File: src/osc_pkg.sv
// Purpose: Shared constants and types for the oversampling conversion control pair
// Assumes: One 250 MHz clock shared by both ends
// Notes:   Sample word width and timing counts are plain defaults
package osc_pkg;
    localparam int          OSC_CHANNELS       = 8;
    localparam int          OSC_SAMPLE_W       = 14;
    localparam int          OSC_ACC_W          = OSC_SAMPLE_W + 6;
    localparam int          OSC_CLK_PERIOD_NS  = 4;
    // Time of one internal conversion, in ns
    localparam int          OSC_CONV_TIME_NS   = 4000;
    localparam int          OSC_CONV_CYCLES    = (OSC_CONV_TIME_NS + OSC_CLK_PERIOD_NS - 1)
                                                 / OSC_CLK_PERIOD_NS;
    localparam int          OSC_CNT_W          = 12;
    localparam logic [2:0]  OSC_RATIO_NONE     = 3'h0;
    localparam logic [2:0]  OSC_RATIO_INVALID  = 3'h7;
    localparam logic [2:0]  OSC_RATIO_MAX      = 3'h6;

    typedef logic [OSC_SAMPLE_W-1:0] osc_sample_type;

    typedef enum logic [1:0] {
        OSC_IDLE   = 2'b00,
        OSC_CONV   = 2'b01,
        OSC_FINISH = 2'b10
    } osc_state_type;
endpackage : osc_pkg
File: src/osc_link_if.sv
// Purpose: Link between host and converter control
// Assumes: Single clock
// Notes:   Both start lines travel separately so the pairing is visible
`timescale 1ns/1ps
interface osc_link_if;
    import osc_pkg::*;
    logic                   conversion_start_group_a;
    logic                   conversion_start_group_b;
    logic [2:0]             oversample_ratio_select;
    logic                   busy;
    logic                   read_strobe;
    logic [2:0]             read_channel;
    osc_sample_type         read_data;

    modport device (
        input  conversion_start_group_a,
        input  conversion_start_group_b,
        input  oversample_ratio_select,
        input  read_strobe,
        input  read_channel,
        output busy,
        output read_data
    );
    modport host (
        output conversion_start_group_a,
        output conversion_start_group_b,
        output oversample_ratio_select,
        output read_strobe,
        output read_channel,
        input  busy,
        input  read_data
    );
endinterface : osc_link_if

File: src/osc_device.sv
// Purpose: Converter-side oversampling control: sample sequencing, averaging, output update
// Assumes: Start and read strobe inputs come from pins and are synchronised here; ratio select and channel are not
// Notes:   Sample values arrive on a user port; each sample takes a fixed conversion time
`timescale 1ns/1ps
// Contract
// - First sample on start edge, rest internal
// - Host lowers start rate at higher ratios
// - Host drives both start inputs together
// - Busy lengthens as ratio grows
// - Reads allowed while busy is high
// - Busy fall loads output data registers
// - Host avoids reading at busy fall
// - Ratio select latched at busy fall
// - Three-bit ratio decode, 111 invalid
module osc_device
    import osc_pkg::*;
(
    input  wire logic                 ref_clk,
    input  wire logic                 rstn,
    osc_link_if.device                link,
    input  wire logic [OSC_CHANNELS*OSC_SAMPLE_W-1:0] analog_sample,
    output logic                      sample_take_q,
    output logic                      start_mismatch_q
);
    logic [1:0]           start_a_sync_q;
    logic [1:0]           start_b_sync_q;
    logic                 start_a_prev_q;
    logic                 start_b_prev_q;
    logic [1:0]           read_sync_q;
    logic                 read_prev_q;
    logic [2:0]           ratio_q;
    osc_state_type        state_q;
    logic [OSC_CNT_W-1:0] conv_cnt_q;
    logic [6:0]           samples_left_q;
    logic                 busy_q;
    logic [OSC_ACC_W-1:0] acc_q [OSC_CHANNELS];
    osc_sample_type       out_reg_q [OSC_CHANNELS];
    osc_sample_type       read_data_q;
    logic                 start_rise;
    logic                 conv_done;

    // Two flops on the start and read strobe inputs before any logic looks at them; ratio select and channel are used directly
    always_ff @(posedge ref_clk or negedge rstn) begin
        if (!rstn) begin
            start_a_sync_q <= 2'h0;
            start_b_sync_q <= 2'h0;
            read_sync_q    <= 2'h0;
            start_a_prev_q <= 1'b0;
            start_b_prev_q <= 1'b0;
            read_prev_q    <= 1'b0;
        end else begin
            start_a_sync_q <= {start_a_sync_q[0], link.conversion_start_group_a};
            start_b_sync_q <= {start_b_sync_q[0], link.conversion_start_group_b};
            read_sync_q    <= {read_sync_q[0], link.read_strobe};
            start_a_prev_q <= start_a_sync_q[1];
            start_b_prev_q <= start_b_sync_q[1];
            read_prev_q    <= read_sync_q[1];
        end
    end

    // Rising edge of group A starts a conversion; group B is only watched
    assign start_rise = start_a_sync_q[1] && !start_a_prev_q;
    assign conv_done  = (conv_cnt_q == OSC_CNT_W'(OSC_CONV_CYCLES - 1));

    // Flag a split start pair while oversampling; a sticky hint for the user
    always_ff @(posedge ref_clk or negedge rstn) begin
        if (!rstn) begin
            start_mismatch_q <= 1'b0;
        end else if (ratio_q != OSC_RATIO_NONE
                     && start_a_sync_q[1] != start_b_sync_q[1]
                     && start_a_prev_q != start_b_prev_q) begin
            start_mismatch_q <= 1'b1;
        end
    end

    // Sequencer: first sample on the external edge, remaining ones internally timed
    always_ff @(posedge ref_clk or negedge rstn) begin
        if (!rstn) begin
            state_q        <= OSC_IDLE;
            conv_cnt_q     <= '0;
            samples_left_q <= 7'h0;
            busy_q         <= 1'b0;
            sample_take_q  <= 1'b0;
        end else begin
            sample_take_q <= 1'b0;
            case (state_q)
                OSC_IDLE: begin
                    if (start_rise) begin
                        state_q        <= OSC_CONV;
                        busy_q         <= 1'b1;
                        conv_cnt_q     <= '0;
                        sample_take_q  <= 1'b1;
                        // Sample count 2**ratio sets busy length
                        samples_left_q <= 7'(7'h1 << ratio_q) - 7'h1;
                    end
                end
                OSC_CONV: begin
                    conv_cnt_q <= conv_cnt_q + 1'b1;
                    if (conv_done) begin
                        conv_cnt_q <= '0;
                        if (samples_left_q == 7'h0) begin
                            state_q <= OSC_FINISH;
                        end else begin
                            samples_left_q <= samples_left_q - 7'h1;
                            sample_take_q  <= 1'b1; // Internal sampling signal
                        end
                    end
                end
                OSC_FINISH: begin
                    // Busy falls here, the same edge that loads the outputs
                    busy_q  <= 1'b0;
                    state_q <= OSC_IDLE;
                end
                default: begin
                    state_q <= OSC_IDLE;
                    busy_q  <= 1'b0;
                end
            endcase
        end
    end

    // Ratio captured at busy fall and on each idle cycle; the value held at the start edge governs the next conversion
    always_ff @(posedge ref_clk or negedge rstn) begin
        if (!rstn) begin
            ratio_q <= OSC_RATIO_NONE;
        end else if (state_q == OSC_FINISH || (state_q == OSC_IDLE && !busy_q)) begin
            // Invalid code is clamped to the largest ratio rather than wrapping
            if (link.oversample_ratio_select == OSC_RATIO_INVALID) begin
                ratio_q <= OSC_RATIO_MAX;
            end else begin
                ratio_q <= link.oversample_ratio_select;
            end
        end
    end

    // Accumulate each sample; the sum is divided by 2**ratio at the end
    genvar ch;
    generate
        for (ch = 0; ch < OSC_CHANNELS; ch++) begin : g_chan
            always_ff @(posedge ref_clk or negedge rstn) begin
                if (!rstn) begin
                    acc_q[ch]     <= '0;
                    out_reg_q[ch] <= '0;
                end else begin
                    if (sample_take_q) begin
                        acc_q[ch] <= acc_q[ch] + OSC_ACC_W'(signed'(
                            analog_sample[ch*OSC_SAMPLE_W +: OSC_SAMPLE_W]));
                    end
                    if (state_q == OSC_FINISH) begin
                        // Arithmetic shift keeps bipolar codes correct
                        out_reg_q[ch] <= OSC_SAMPLE_W'(signed'(acc_q[ch]) >>> ratio_q);
                        acc_q[ch]     <= '0;
                    end
                end
            end
        end
    endgenerate

    // Reads are served in any state, busy or not; a read on the load edge may see old data
    always_ff @(posedge ref_clk or negedge rstn) begin
        if (!rstn) begin
            read_data_q <= '0;
        end else if (read_sync_q[1] && !read_prev_q) begin
            read_data_q <= out_reg_q[link.read_channel];
        end
    end

    assign link.busy      = busy_q;
    assign link.read_data = read_data_q;
endmodule : osc_device

File: src/flat_wrapper.sv
// flat-port wrapper written by rule: the top's interface ports become plain ports
module osc_device_flat import osc_pkg::*;
  (ref_clk, rstn, analog_sample, sample_take_q, start_mismatch_q, link_conversion_start_group_a, link_conversion_start_group_b, link_oversample_ratio_select, link_read_strobe, link_read_channel, link_busy, link_read_data);
  osc_link_if link_i ();
  input  wire logic ref_clk;
  input  wire logic rstn;
  input  wire logic [OSC_CHANNELS*OSC_SAMPLE_W-1:0] analog_sample;
  output logic sample_take_q;
  output logic start_mismatch_q;
  input wire logic [$bits(link_i.conversion_start_group_a)-1:0] link_conversion_start_group_a;
  input wire logic [$bits(link_i.conversion_start_group_b)-1:0] link_conversion_start_group_b;
  input wire logic [$bits(link_i.oversample_ratio_select)-1:0] link_oversample_ratio_select;
  input wire logic [$bits(link_i.read_strobe)-1:0] link_read_strobe;
  input wire logic [$bits(link_i.read_channel)-1:0] link_read_channel;
  output wire logic [$bits(link_i.busy)-1:0] link_busy;
  output wire logic [$bits(link_i.read_data)-1:0] link_read_data;
  assign link_i.conversion_start_group_a = link_conversion_start_group_a;
  assign link_i.conversion_start_group_b = link_conversion_start_group_b;
  assign link_i.oversample_ratio_select = link_oversample_ratio_select;
  assign link_i.read_strobe = link_read_strobe;
  assign link_i.read_channel = link_read_channel;
  assign link_busy = link_i.busy;
  assign link_read_data = link_i.read_data;
  osc_device u_core (.ref_clk(ref_clk), .rstn(rstn), .link(link_i), .analog_sample(analog_sample), .sample_take_q(sample_take_q), .start_mismatch_q(start_mismatch_q));
endmodule
File: config.mk
export PLATFORM = sky130hd
export DESIGN_NAME = osc_device_flat
export DESIGN_NICKNAME = d
export VERILOG_FILES = /design/src/osc_pkg.sv /design/src/osc_link_if.sv /design/src/osc_device.sv /design/src/flat_wrapper.sv
export SDC_FILE = /design/constraint.sdc
export NUM_CORES = 1
export LEC_CHECK = 0
export BUFFER_PORTS_ARGS = -buffer_cell sky130_fd_sc_hd__buf_2
export CAP_MARGIN = 0
export CORE_ASPECT_RATIO = 0.5
export CORE_MARGIN = 3
export CORE_UTILIZATION = 44
export DETAILED_ROUTE_END_ITERATION = 10
export SLEW_MARGIN = 15
export SYNTH_ARGS = -nofsm -noshare
export SYNTH_HDL_FRONTEND = slang
export SYNTH_SLANG_ARGS = --single-unit
File: constraint.sdc
create_clock -name ref_clk -period 5.1 [get_ports ref_clk]
set_clock_uncertainty 0.1 [all_clocks]
set_input_delay 1.02 -clock ref_clk [delete_from_list [all_inputs] [get_ports ref_clk]]
set_output_delay 1.02 -clock ref_clk [all_outputs]
set_load 0.02 [all_outputs]
==> impl_metrics.py, run 1 <==
metrics = {
    "timing": {
        "whs_ns": 0.2481,
        "fmax_ghz": 0.2857,
        "tightest_slew_ns": 0.9887,
        "post-route-period-util_pct": 68.63,
        "max_slew_margin_pct": 34.08,
        "rsz0062_at_grt": "no",
        "period_needed_ns": 3.500,
        "maxSlewViolCount": 0,
        "setup_viol": 0,
        "setup_tns_ns": 0,
        "hold_viol_final": 0,
    },
    "synthesis": {
        "synth_ff_type": "dfrtp_1",
        "syn_area_per_cell_um2": 9.127,
        "syn_inst": 2685,
        "ys_seq_area_share_pct": 32.88,
        "synth_area_um2": 24510,
        "syn_nets": 2970,
        "ys_ff_latch": 322,
        "yosysUniqueCellTypes": 77,
        "synth_edf_count": 0,
        "ys_warn_count": 0,
        "async_reset_ff_share_pct": 100.0,
    },
    "finish": {
        "design_area_um2": 27060,
        "final_cell_mix": "318 x dfrtp_1, 311 x nand2_1, 247 x nor2_1",
        "drive_above_1_share_pct": 12.49,
        "syn_to_final_growth_pct": 10.40,
        "final_nets": 3014,
        "layout.cells.non_filler": 3501,
        "final_common_cell": "dfrtp_1",
    },
    "detailed_routing": {
        "wl_met2_um": 28420,
        "drt_wl_total_um": 69480,
        "wl_per_cell_um": 19.85,
        "highest_layer": "met5",
        "drc_errors": 0,
        "num_vias": 20424,
        "routedLengthMet1_um": 34930,
        "viasPerCell": 5.834,
        "drt_iter0_drc": 1439,
        "ant_nets": 0,
        "drtPass1Iterations": 5,
        "met3WireLength_um": 5322,
    },
    "clock_tree": {
        "htreeDepth": 2,
        "cts_setup_buffers": 0,
        "cts-root-buf": "clkbuf_16",
        "cts.sinks": 322,
        "insertion_delay_ns": 0.54,
        "cts_made_buffers": 35,
        "cts_resized": 0,
        "cts_tree": "yes",
        "postCtsHoldBufs": 0,
        "cts.clk_slew.worst_paths_ns": 0.06,
        "cts_buffer_depth": 3,
    },
    "global_routing": {
        "grt_pass1_wl_um": 110600,
        "grt_pass1_vias": 19380,
        "grt_overflow": 0,
        "grt_usage_pct": 23.36,
        "grt_max_degree": 112,
        "antenna_found_initial": 7,
    },
    "worst_hold_path": {
        "hold_path_class": "register to register",
    },
    "power_and_ir_drop": {
        "p_per_area_nw_per_um2": 435.3,
        "vdd_drop_max_v": 0.0002056,
        "total_power_mw": 11.78,
        "leakage_nw": 12.18,
    },
    "flow_run": {
        "maxCapViolations": 0,
    },
    "critical_path": {
        "slowest_delay_ns": 0.54,
        "crit_required_ns": 5.43,
        "r2r_slack_ns": 1.77,
        "worstSetupStartpointType": "input port",
        "cp_slowest_cell": "a311oi_1",
        "worst_setup_path_end_kind": "register",
        "crit_arrival_ns": 3.83,
        "crit_fanout": 4,
        "crit_type": "input port to register",
        "crit_chain": "buf_2 > ha_1 > fa_1 > a21o_1 > a21oi_1 > o21bai_1 > a2111o_1 > a311oi_1 > o21bai_1 > a21oi_1 > mux2i_1 > nor2_1",
    },
    "floorplan": {
        "rows": 60,
        "die-area_um2": 58740,
        "io_pins": 140,
        "die_h_um": 172.9,
        "core_um2": 54430,
        "fp.dieW_um": 339.8,
        "start_util_pct": 45.03,
    },
    "placement": {
        "placed_cells_incl_taps": 3436,
        "port_buffers": 139,
        "gp_congestion": 0.8821,
        "dp_hpwl_um": 50990,
        "detailed_place.area_um2": 25850,
    },
    "outcome": {
        "outcome": "finished clean",
    },
}
==> stage by stage <==
step	worst slack, ns	utilization [%]
final	1.600	49.71
after global routing	1.391	49.70
after CTS	1.612	49.70
after detailed placement	1.052	47.50
after global placement	1.070	47.50
after floorplan	1.477	-
==> synthesized netlist by cell type, types with 5 or more instances <==
cell        n  area, um^2
dfrtp_1   322        8058
nand2_1   311        1167
nor2_1    248       930.9
mux2i_1   220        2202
o21ai_0   208        1041
a21oi_1   175       875.8
ha_1      154        1927
clkbuf_1  111       416.7
mux4_2     79        1779
a21o_1     75       563.0
xnor2_1    72       630.6
a211oi_1   67       503.0
nand3_1    56       280.3
a31oi_1    53       331.6
xor2_1     46       402.9
nor2b_1    44       275.3
buf_1      42       157.7
nor3_1     37       185.2
nand2b_1   34       212.7
inv_1      29       108.9
and2_1     25       156.4
and3_1     21       131.4
o21bai_1   21       157.7
o31a_1     17       148.9
mux2_2     15       168.9
or3_1      15       93.84
o22ai_1    14       87.58
nand4_1    13       81.33
o211ai_1   13       97.59
o21a_1     11       82.58
o31ai_1    11       82.58
nor3b_1    10       75.07
fa_1        8       160.2
o211a_1     7       70.07
a41oi_1     6       52.55
a2111o_1    5       56.30
buf_2       5       25.02
nor4_1      5       31.28
nor4b_1     5       43.79
or2_2       5       31.28
==> final timing paths <==
check,start,to,cells past startpoint
max in group asynchronous,rstn,u_core.acc_q[67]$_DFFE_PN0P_,2
min in group asynchronous,rstn,u_core.start_b_prev_q$_DFF_PN0_,1
worst max-delay path,analog_sample[42],u_core.acc_q[92]$_DFFE_PN0P_,12
worst min register to register,u_core.read_sync_q[0]$_DFF_PN0_,u_core.read_sync_q[1]$_DFF_PN0_,0
worst min-delay path,u_core.read_sync_q[0]$_DFF_PN0_,u_core.read_sync_q[1]$_DFF_PN0_,0
worst max register to register,u_core.acc_q[80]$_DFFE_PN0P_,u_core.acc_q[92]$_DFFE_PN0P_,11
==> worst max-delay path, delay by kind of cell <==
kind	cells	cell delay (ns)
compound gates	7	1.81
simple gates	1	0.06
buf+inv	1	0.10
mux	1	0.20
fa+ha+maj	2	0.64
==> state kept, by name (all words and copies together), names as in the netlist <==
| signal | count |
|---|---|
| u_core.read_sync_q | 2 |
| u_core.link.read_data | 14 |
| u_core.start_b_prev_q | 1 |
| u_core.start_a_sync_q | 2 |
| u_core.link.busy | 1 |
| u_core.read_prev_q | 1 |
| u_core.ratio_q | 3 |
| u_core.sample_take_q | 1 |
| u_core.acc_q | 160 |
| u_core.samples_left_q | 7 |
| u_core.start_a_prev_q | 1 |
| u_core.conv_cnt_q | 12 |
| u_core.out_reg_q | 112 |
| u_core.state_q | 2 |
| u_core.start_mismatch_q | 1 |
| u_core.start_b_sync_q | 2 |
==> power breakdown <==
part / internal, mW / switching [mW]
combinational: 2.49 / 2.90
sequential: 2.98 / 0.666
clock: 1.60 / 1.13
total: 7.07 / 4.71
==> cells by family after synthesis <==
kind of cell,count (synthesis),share of synthesized area [%]
AND/OR/NAND/NOR,849,15.76
AO/OA/AOI/OAI,726,18.52
flip-flops,322,32.88
multiplexers,315,17.00
buffers and inverters,193,3.114
adder cells (fa/ha/maj),162,8.516
XOR/XNOR,118,4.217
==> cell type report <==
| class | instances | area (um^2) |
|---|---|---|
| fill | 5167 | 27370 |
| timing repair buffer | 169 | 1031 |
| tap | 744 | 930.9 |
| multi-input combinational | 2170 | 15700 |
| clock inverter | 13 | 175.2 |
| clock buffer | 49 | 1021 |
| antenna | 3 | 7.507 |
| inverter | 31 | 120.1 |
| sequential | 322 | 8070 |
==> per-layer routing <==
layer | global-route usage (%) | vias to the layer above
li1 | - | 9943
met1 | 35.69 | 9977
met2 | 33.21 | 434
met3 | 6.643 | 64
met4 | 3.375 | 6
met5 | 0 | -
Note: power is estimated with default switching activity, not from simulation.
==> run 2, diff against run 1 <==
--- a/config.mk
+++ b/config.mk
@@ -5,6 +5,7 @@
 export SDC_FILE = /design/constraint.sdc
 export NUM_CORES = 1
 export LEC_CHECK = 0
+export ABC_AREA = 1
 export BUFFER_PORTS_ARGS = -buffer_cell sky130_fd_sc_hd__buf_2
 export CAP_MARGIN = 0
 export CORE_ASPECT_RATIO = 0.5
==> constraint.sdc (replaced) <==
create_clock -name ref_clk -period 3.1 [get_ports ref_clk]
set_clock_uncertainty 0.1 [all_clocks]
set_input_delay 0.62 -clock ref_clk [delete_from_list [all_inputs] [get_ports ref_clk]]
set_output_delay 0.62 -clock ref_clk [all_outputs]
set_load 0.02 [all_outputs]
==> run 2 against run 1 <==
Against the previous run: first-iteration DRC count rose by 65%; critical path type is now register to register; critical endpoint is now u_core.out_reg_q[82]$_DFFE_PN0P_; wire length rose by 26%; largest cell class unchanged; cell count rose by 43%; cell area rose by 8.1%; register-to-register slack got worse by 1.0 ns.
==> impl_metrics.py, run 2 <==
metrics = {
    "outcome": {
        "outcome": "finished clean",
    },
    "detailed_routing": {
        "highest_layer": "met4",
        "num_vias": 26899,
        "drt_wl_total_um": 87590,
        "viasPerCell": 5.381,
        "routedLengthMet1_um": 45280,
        "drtPass1Iterations": 6,
        "drt_iter0_drc": 2369,
        "ant_nets": 0,
        "drc_errors": 0,
        "wl_met2_um": 34820,
        "met3WireLength_um": 6303,
        "wl_per_cell_um": 17.52,
    },
    "synthesis": {
        "ys_ff_latch": 322,
        "synth.area.top_cells": "dfrtp_1 30%, nand2_1 20%, ha_1 7.3%",
        "synth_ff_type": "dfrtp_1",
        "syn_area_per_cell_um2": 6.441,
        "synth_compound_area_share_pct": 18.16,
        "synthMuxAreaShare_pct": 0.6801,
        "synth_xor_area_share_pct": 0.7604,
        "synthTopCellsByCount": "1405 x nand2_1, 432 x inv_1, 343 x o21ai_0, 322 x dfrtp_1, 296 x nor2_1",
        "yosysUniqueCellTypes": 47,
        "synth_area_leader_cell": "dfrtp_1",
        "async_reset_ff_share_pct": 100.0,
        "synth_area_um2": 26490,
        "syn_nets": 4398,
        "yosys.area.top_type_share_pct": 30.41,
        "synthAdderAreaFrac_pct": 7.878,
        "ys_warn_count": 0,
        "syn_inst": 4113,
        "synth_top_family_by_area": "simple AND/OR/NAND/NOR gates",
        "synth-simple-area-share_pct": 32.68,
        "synth_edf_count": 0,
        "synth_most_common_cell": "nand2_1",
        "ys_seq_area_share_pct": 30.41,
    },
    "clock_tree": {
        "htreeDepth": 2,
        "cts.clk_slew.worst_paths_ns": 0.07,
        "cts-root-buf": "clkbuf_16",
        "cts_tree": "yes",
        "cts_made_buffers": 35,
        "cts_setup_buffers": 0,
        "insertion_delay_ns": 0.56,
        "cts.sinks": 322,
        "cts_buffer_depth": 3,
    },
    "power_and_ir_drop": {
        "leakage_nw": 14.99,
        "vdd_drop_max_v": 0.0002807,
        "power.share.clock_pct": 31.9,
        "intPower_mw": 9.406,
        "p_sw_share_pct": 38.78,
        "power_frac_comb_pct": 35.2,
        "power.switching_mw": 5.959,
        "p_per_area_nw_per_um2": 525.4,
        "seqPwrFrac_pct": 33.0,
    },
    "finish": {
        "final_common_cell": "nand2_1",
        "drive_above_1_share_pct": 6.341,
        "final_nets": 4456,
        "seq_area_um2": 8069,
        "final_cell_mix": "1404 x nand2_1, 430 x inv_1, 343 x o21ai_0",
        "final_core_util_pct": 50.07,
        "largest_reg_flops": 160,
        "nFillCells": 6042,
        "syn_to_final_growth_pct": 10.39,
        "multiInputGateArea_um2": 15950,
        "largest-register": "u_core.acc_q",
    },
    "critical_path": {
        "crit_arrival_ns": 2.69,
        "crit_type": "register to register",
        "crit_chain": "inv_2 > buf_12 > o21ai_0 > o21ai_0 > nand2_1 > o211ai_1 > nand2_1",
        "path_delay_family": "flip-flops",
        "r2r-start": "u_core.ratio_q[0]$_DFFE_PN0P_",
        "worstSetupStartpointType": "register",
        "slowest_delay_ns": 0.67,
        "crit_path_start": "u_core.ratio_q[0]$_DFFE_PN0P_",
        "crit_fanout": 31,
        "reg2regPathDepth": 7,
        "r2r_slack_ns": 0.74,
        "worst_setup_path_end_kind": "register",
        "r2r-end": "u_core.out_reg_q[82]$_DFFE_PN0P_",
        "cp_num_buf_inv": 2,
        "cp_slowest_cell": "dfrtp_4",
        "crit_required_ns": 3.43,
    },
    "placement": {
        "port_buffers": 139,
        "gp_congestion": 0.9513,
        "dp_hpwl_um": 67560,
    },
    "floorplan": {
        "start_util_pct": 45.35,
        "fp.dieW_um": 353.0,
        "io_pins": 140,
        "core_um2": 58410,
        "die-area_um2": 63370,
        "rows": 62,
        "die_h_um": 179.5,
    },
    "global_routing": {
        "grt_pass1_vias": 24943,
        "grt_usage_pct": 27.12,
        "antenna_found_initial": 8,
        "grt_pass1_wl_um": 139200,
        "grt_max_degree": 108,
        "grt_overflow": 0,
    },
    "worst_hold_path": {
        "holdCritStartpoint": "link_read_strobe",
        "min_to": "u_core.read_sync_q[0]$_DFF_PN0_",
        "holdPathStages": 1,
        "hold_path_class": "input port to register",
    },
    "timing": {
        "maxSlewViolCount": 0,
        "period_needed_ns": 2.357,
        "setup_tns_ns": 0,
        "hold_viol_final": 0,
        "setup_viol": 0,
        "max_slew_margin_pct": 39.28,
        "fmax_ghz": 0.4243,
        "rsz0062_at_grt": "no",
        "tightest_slew_ns": 0.9108,
        "post-route-period-util_pct": 76.03,
    },
    "flow_run": {
        "maxCapViolations": 0,
    },
}
-- run 2: cell count changes in the layout (fill, tap and decap cells not counted), moves of 63 or more --
cell and change:
mux4_2 -79, xnor2_1 -63, nand3_1 +239, a21o_1 -75, o21ai_0 +135, o21ai_1 +111, nand2_1 +1093, inv_1 +403
mux2i_1 -202, a211oi_1 -67
-- run 2: worst max-delay path by stage --
stage	slack, ns	cells after the start	end
final	0.74	7	u_core.out_reg_q[82]$_DFFE_PN0P_
after global routing	0.54	12	u_core.samples_left_q[6]$_DFFE_PN0P_
after CTS	0.75	9	u_core.out_reg_q[102]$_DFFE_PN0P_
after detailed placement	0.60	11	u_core.acc_q[96]$_DFFE_PN0P_
after global placement	0.63	11	u_core.acc_q[94]$_DFFE_PN0P_
after floorplan	0.96	6	u_core.acc_q[124]$_DFFE_PN0P_
-- run 2: cell type report --
cell class | instances | share of cell area, %
multi-input combinational | 3184 | 54.53
sequential | 322 | 27.59
inverter | 440 | 5.677
timing repair buffer | 188 | 4.321
clock buffer | 46 | 3.453
tap | 800 | 3.423
clock inverter | 15 | 0.9754
antenna | 4 | 0.03423
-- run 2: power groups by stage --
stage / registers (mW) / clock network, mW / logic, mW
4_1_cts: 5.06 / 5.01 / 5.36
3_3_place_gp: 5.13 / 0 / 5.27
6_report: 5.06 / 4.90 / 5.40
2_1_floorplan: 4.94 / 0 / 4.04
3_5_place_dp: 5.14 / 0 / 5.33
5_1_grt: 5.11 / 5.17 / 6.21
-- run 2: through the flow --
stage	cell area (um^2)	hold WS, ns	cells	setup slack (ns)	power [mW]
CTS	29240	0.04775	4995	0.7489	15.43
global route	29250	0.06116	4999	0.5442	16.50
finish	29250	0.08224	4999	0.7432	15.36
floorplan	26490	0.2244	4113	0.9627	8.986
global placement	27930	0.2329	4933	0.6318	10.41
detailed placement	27930	0.2370	4933	0.6001	10.47
-- run 2: layer usage --
layer | GRT usage [%] | vias up
met4 | 4.587 | 0
met3 | 5.661 | 67
met5 | 0 | -
li1 | - | 13655
met1 | 42.67 | 12526
met2 | 38.04 | 651
-- run 2: kinds of logic (layout without fill, tap and decap cells) --
kind of cell               Yosys count  count (layout)
AOI/OAI and AO/OA                  866             866
xor gates and xnor gates            23              23
DFF                                322             322
and+or+nand+nor                   2115            2115
muxes                               18              18
adders and majority gates          162             162
other                                0               4
buffers and inverters              607             689
-- run 2: what timing repair did --
item,in CTS,in global routing
resized for setup,0,0
hold endpoints to repair,51,0
hold buffers,1,0
-- run 2: worst reg2reg max path: cells and delay by family, from the launching register on --
kind | cells | cell delay, ns
DFF | 1 | 0.67
buffers and inverters | 2 | 0.67
and+or+nand+nor | 2 | 0.17
AOI/OAI and AO/OA | 3 | 0.62
==> run 3, diff against run 2 <==
==> constraint.sdc (replaced) <==
create_clock -name ref_clk -period 2.46 [get_ports ref_clk]
set_clock_uncertainty 0.1 [all_clocks]
set_input_delay 0.492 -clock ref_clk [delete_from_list [all_inputs] [get_ports ref_clk]]
set_output_delay 0.492 -clock ref_clk [all_outputs]
set_load 0.02 [all_outputs]
==> run 3 against run 2 <==
Against the previous run: setup slack worse by 0.73 ns; global-route usage hardly changed; critical path depth is 2 lower; utilization is 0.67 points higher; register-to-register slack worse by 0.73 ns; sequential share of layout area is 0.36 points lower; fmax is 3.6% lower; clock power is 22% higher; first-iteration DRC count is 4.4% lower; cell area is 1.3% higher; wire length is 0.39% higher; sequential power is 26% higher; largest cell class unchanged; largest power group unchanged.
==> impl_metrics.py, run 3 (same netlist as run 2, synthesis figures left out) <==
metrics = {
    "timing": {
        "max_slew_margin_pct": 27.27,
        "setup_viol": 0,
        "fmax_ghz": 0.4090,
        "rsz0062_at_grt": "no",
        "post-route-period-util_pct": 99.40,
        "maxSlewViolCount": 0,
        "tightest_slew_ns": 1.087,
        "period_needed_ns": 2.445,
        "setup_tns_ns": 0,
        "hold_viol_final": 0,
    },
    "floorplan": {
        "rows": 62,
        "core_um2": 58410,
        "fp.dieW_um": 353.0,
        "die-area_um2": 63370,
        "die_h_um": 179.5,
        "io_pins": 140,
        "start_util_pct": 45.35,
    },
    "global_routing": {
        "antenna_found_initial": 7,
        "gr-usage-met2_pct": 38.50,
        "grt_max_degree": 77,
        "top_usage_layer": "met1",
        "met1_usage_pct": 41.45,
        "grt_pass1_wl_um": 138900,
        "grt_pass1_vias": 25200,
        "gr-usage-met3_pct": 6.461,
        "grt_usage_pct": 27.08,
        "grt_overflow": 0,
    },
    "power_and_ir_drop": {
        "vdd_drop_max_v": 0.0003291,
        "p_per_area_nw_per_um2": 649.7,
        "total_power_mw": 19.25,
        "leakage_nw": 15.21,
    },
    "clock_tree": {
        "cts_made_buffers": 35,
        "cts_setup_buffers": 0,
        "cts_tree": "yes",
        "insertion_delay_ns": 0.56,
        "cts_resized": 0,
        "postCtsHoldBufs": 4,
        "cts-root-buf": "clkbuf_16",
        "cts.sinks": 322,
        "cts_buffer_depth": 3,
        "htreeDepth": 2,
        "cts.clk_slew.worst_paths_ns": 0.06,
    },
    "critical_path": {
        "cp_num_buf_inv": 2,
        "slowest_delay_ns": 0.88,
        "worst_setup_path_end_kind": "register",
        "crit_path_start": "u_core.read_sync_q[1]$_DFF_PN0_",
        "r2r-start": "u_core.read_sync_q[1]$_DFF_PN0_",
        "reg2regPathDepth": 5,
        "crit_type": "register to register",
        "critPathCapture": "u_core.link.read_data[4]$_DFFE_PN0P_",
        "crit_arrival_ns": 2.83,
        "r2r_slack_ns": 0.01,
        "path_depth": 5,
        "crit_chain": "inv_1 > nor2_1 > o221ai_1 > buf_4 > nand2_1",
        "crit_fanout": 15,
        "path_delay_family": "simple AND/OR/NAND/NOR gates",
        "r2r-end": "u_core.link.read_data[4]$_DFFE_PN0P_",
        "cp_slowest_cell": "nor2_1",
        "crit_required_ns": 2.84,
        "worstSetupStartpointType": "register",
    },
    "detailed_routing": {
        "drt_iter0_drc": 2264,
        "num_vias": 27245,
        "drtPass1Iterations": 7,
        "viasPerCell": 5.398,
        "ant_nets": 0,
        "wl_per_cell_um": 17.42,
        "drc_errors": 0,
        "drt_wl_total_um": 87930,
    },
    "worst_hold_path": {
        "hold_path_class": "input port to register",
        "holdCritStartpoint": "link_oversample_ratio_select[0]",
    },
    "finish": {
        "final_common_cell": "nand2_1",
        "largest-register": "u_core.acc_q",
        "largest_reg_flops": 160,
        "nFillCells": 6003,
        "final_nets": 4504,
        "seq_area_um2": 8069,
        "syn_to_final_growth_pct": 11.86,
        "drive_above_1_share_pct": 7.350,
        "layout.cells.non_filler": 5047,
        "final_cell_mix": "1404 x nand2_1, 430 x inv_1, 343 x o21ai_0",
        "multiInputGateArea_um2": 15950,
    },
    "placement": {
        "port_buffers": 139,
        "placed_cells_incl_taps": 4978,
        "dp_hpwl_um": 68400,
        "gp_congestion": 0.9682,
    },
    "outcome": {
        "outcome": "finished clean",
    },
    "flow_run": {
        "maxCapViolations": 0,
    },
}
==> run 3: report_power, final <==
group	total (mW)	switching (mW)	internal (mW)	leakage [nW]
combinational	6.93	4.51	2.42	10.6
sequential	6.36	0.589	5.77	4.01
clock	5.97	2.42	3.54	0.611
==> run 3: layout make-up <==
type                       count  share of cell area [%]
antenna                        2                 0.01689
clock buffer                  47                   3.420
clock inverter                16                  0.8275
inverter                     440                   5.603
multi-input combinational   3184                   53.81
sequential                   322                   27.23
tap                          800                   3.378
timing repair buffer         236                   5.717
==> run 3: metal layers <==
layer,part of all wire (%),routed length [um]
met1,50,44330
met2,40,35540
met3,7.6,6673
met4,1.5,1279
met5,0.13,113
==> run 3: worst min-delay path by stage <==
stage	end	slack (ns)	cells past startpoint
2_1_floorplan	u_core.acc_q[0]$_DFFE_PN0P_	0.1	0
3_3_place_gp	u_core.read_sync_q[1]$_DFF_PN0_	0.24	0
3_5_place_dp	u_core.start_a_sync_q[1]$_DFF_PN0_	0.24	0
4_1_cts	u_core.ratio_q[0]$_DFFE_PN0P_	0.1	3
5_1_grt	u_core.ratio_q[0]$_DFFE_PN0P_	0.13	3
6_report	u_core.ratio_q[0]$_DFFE_PN0P_	0.13	3
==> run 3: per-stage QoR <==
| step | hold WS [ns] | cell area (um^2) | setup slack (ns) | util (%) |
|---|---|---|---|---|
| final | 0.1265 | 29630 | 0.01486 | 50.73 |
| after global routing | 0.1278 | 29630 | 0.00009992 | 50.73 |
| after CTS | 0.09980 | 29630 | 0.1486 | 50.72 |
| after detailed placement | 0.2372 | 28330 | 0.1329 | 48.50 |
| after global placement | 0.2386 | 28330 | 0.1597 | 48.50 |
| after floorplan | 0.09641 | 26490 | 0.4507 | - |
==> run 3: worst register-to-register path, stage by stage, from the launching register on <==
cell and delay [ns]:
dfrtp_1 0.37, inv_1 0.21, nor2_1 0.88, o221ai_1 0.49
buf_4 0.27, nand2_1 0.05
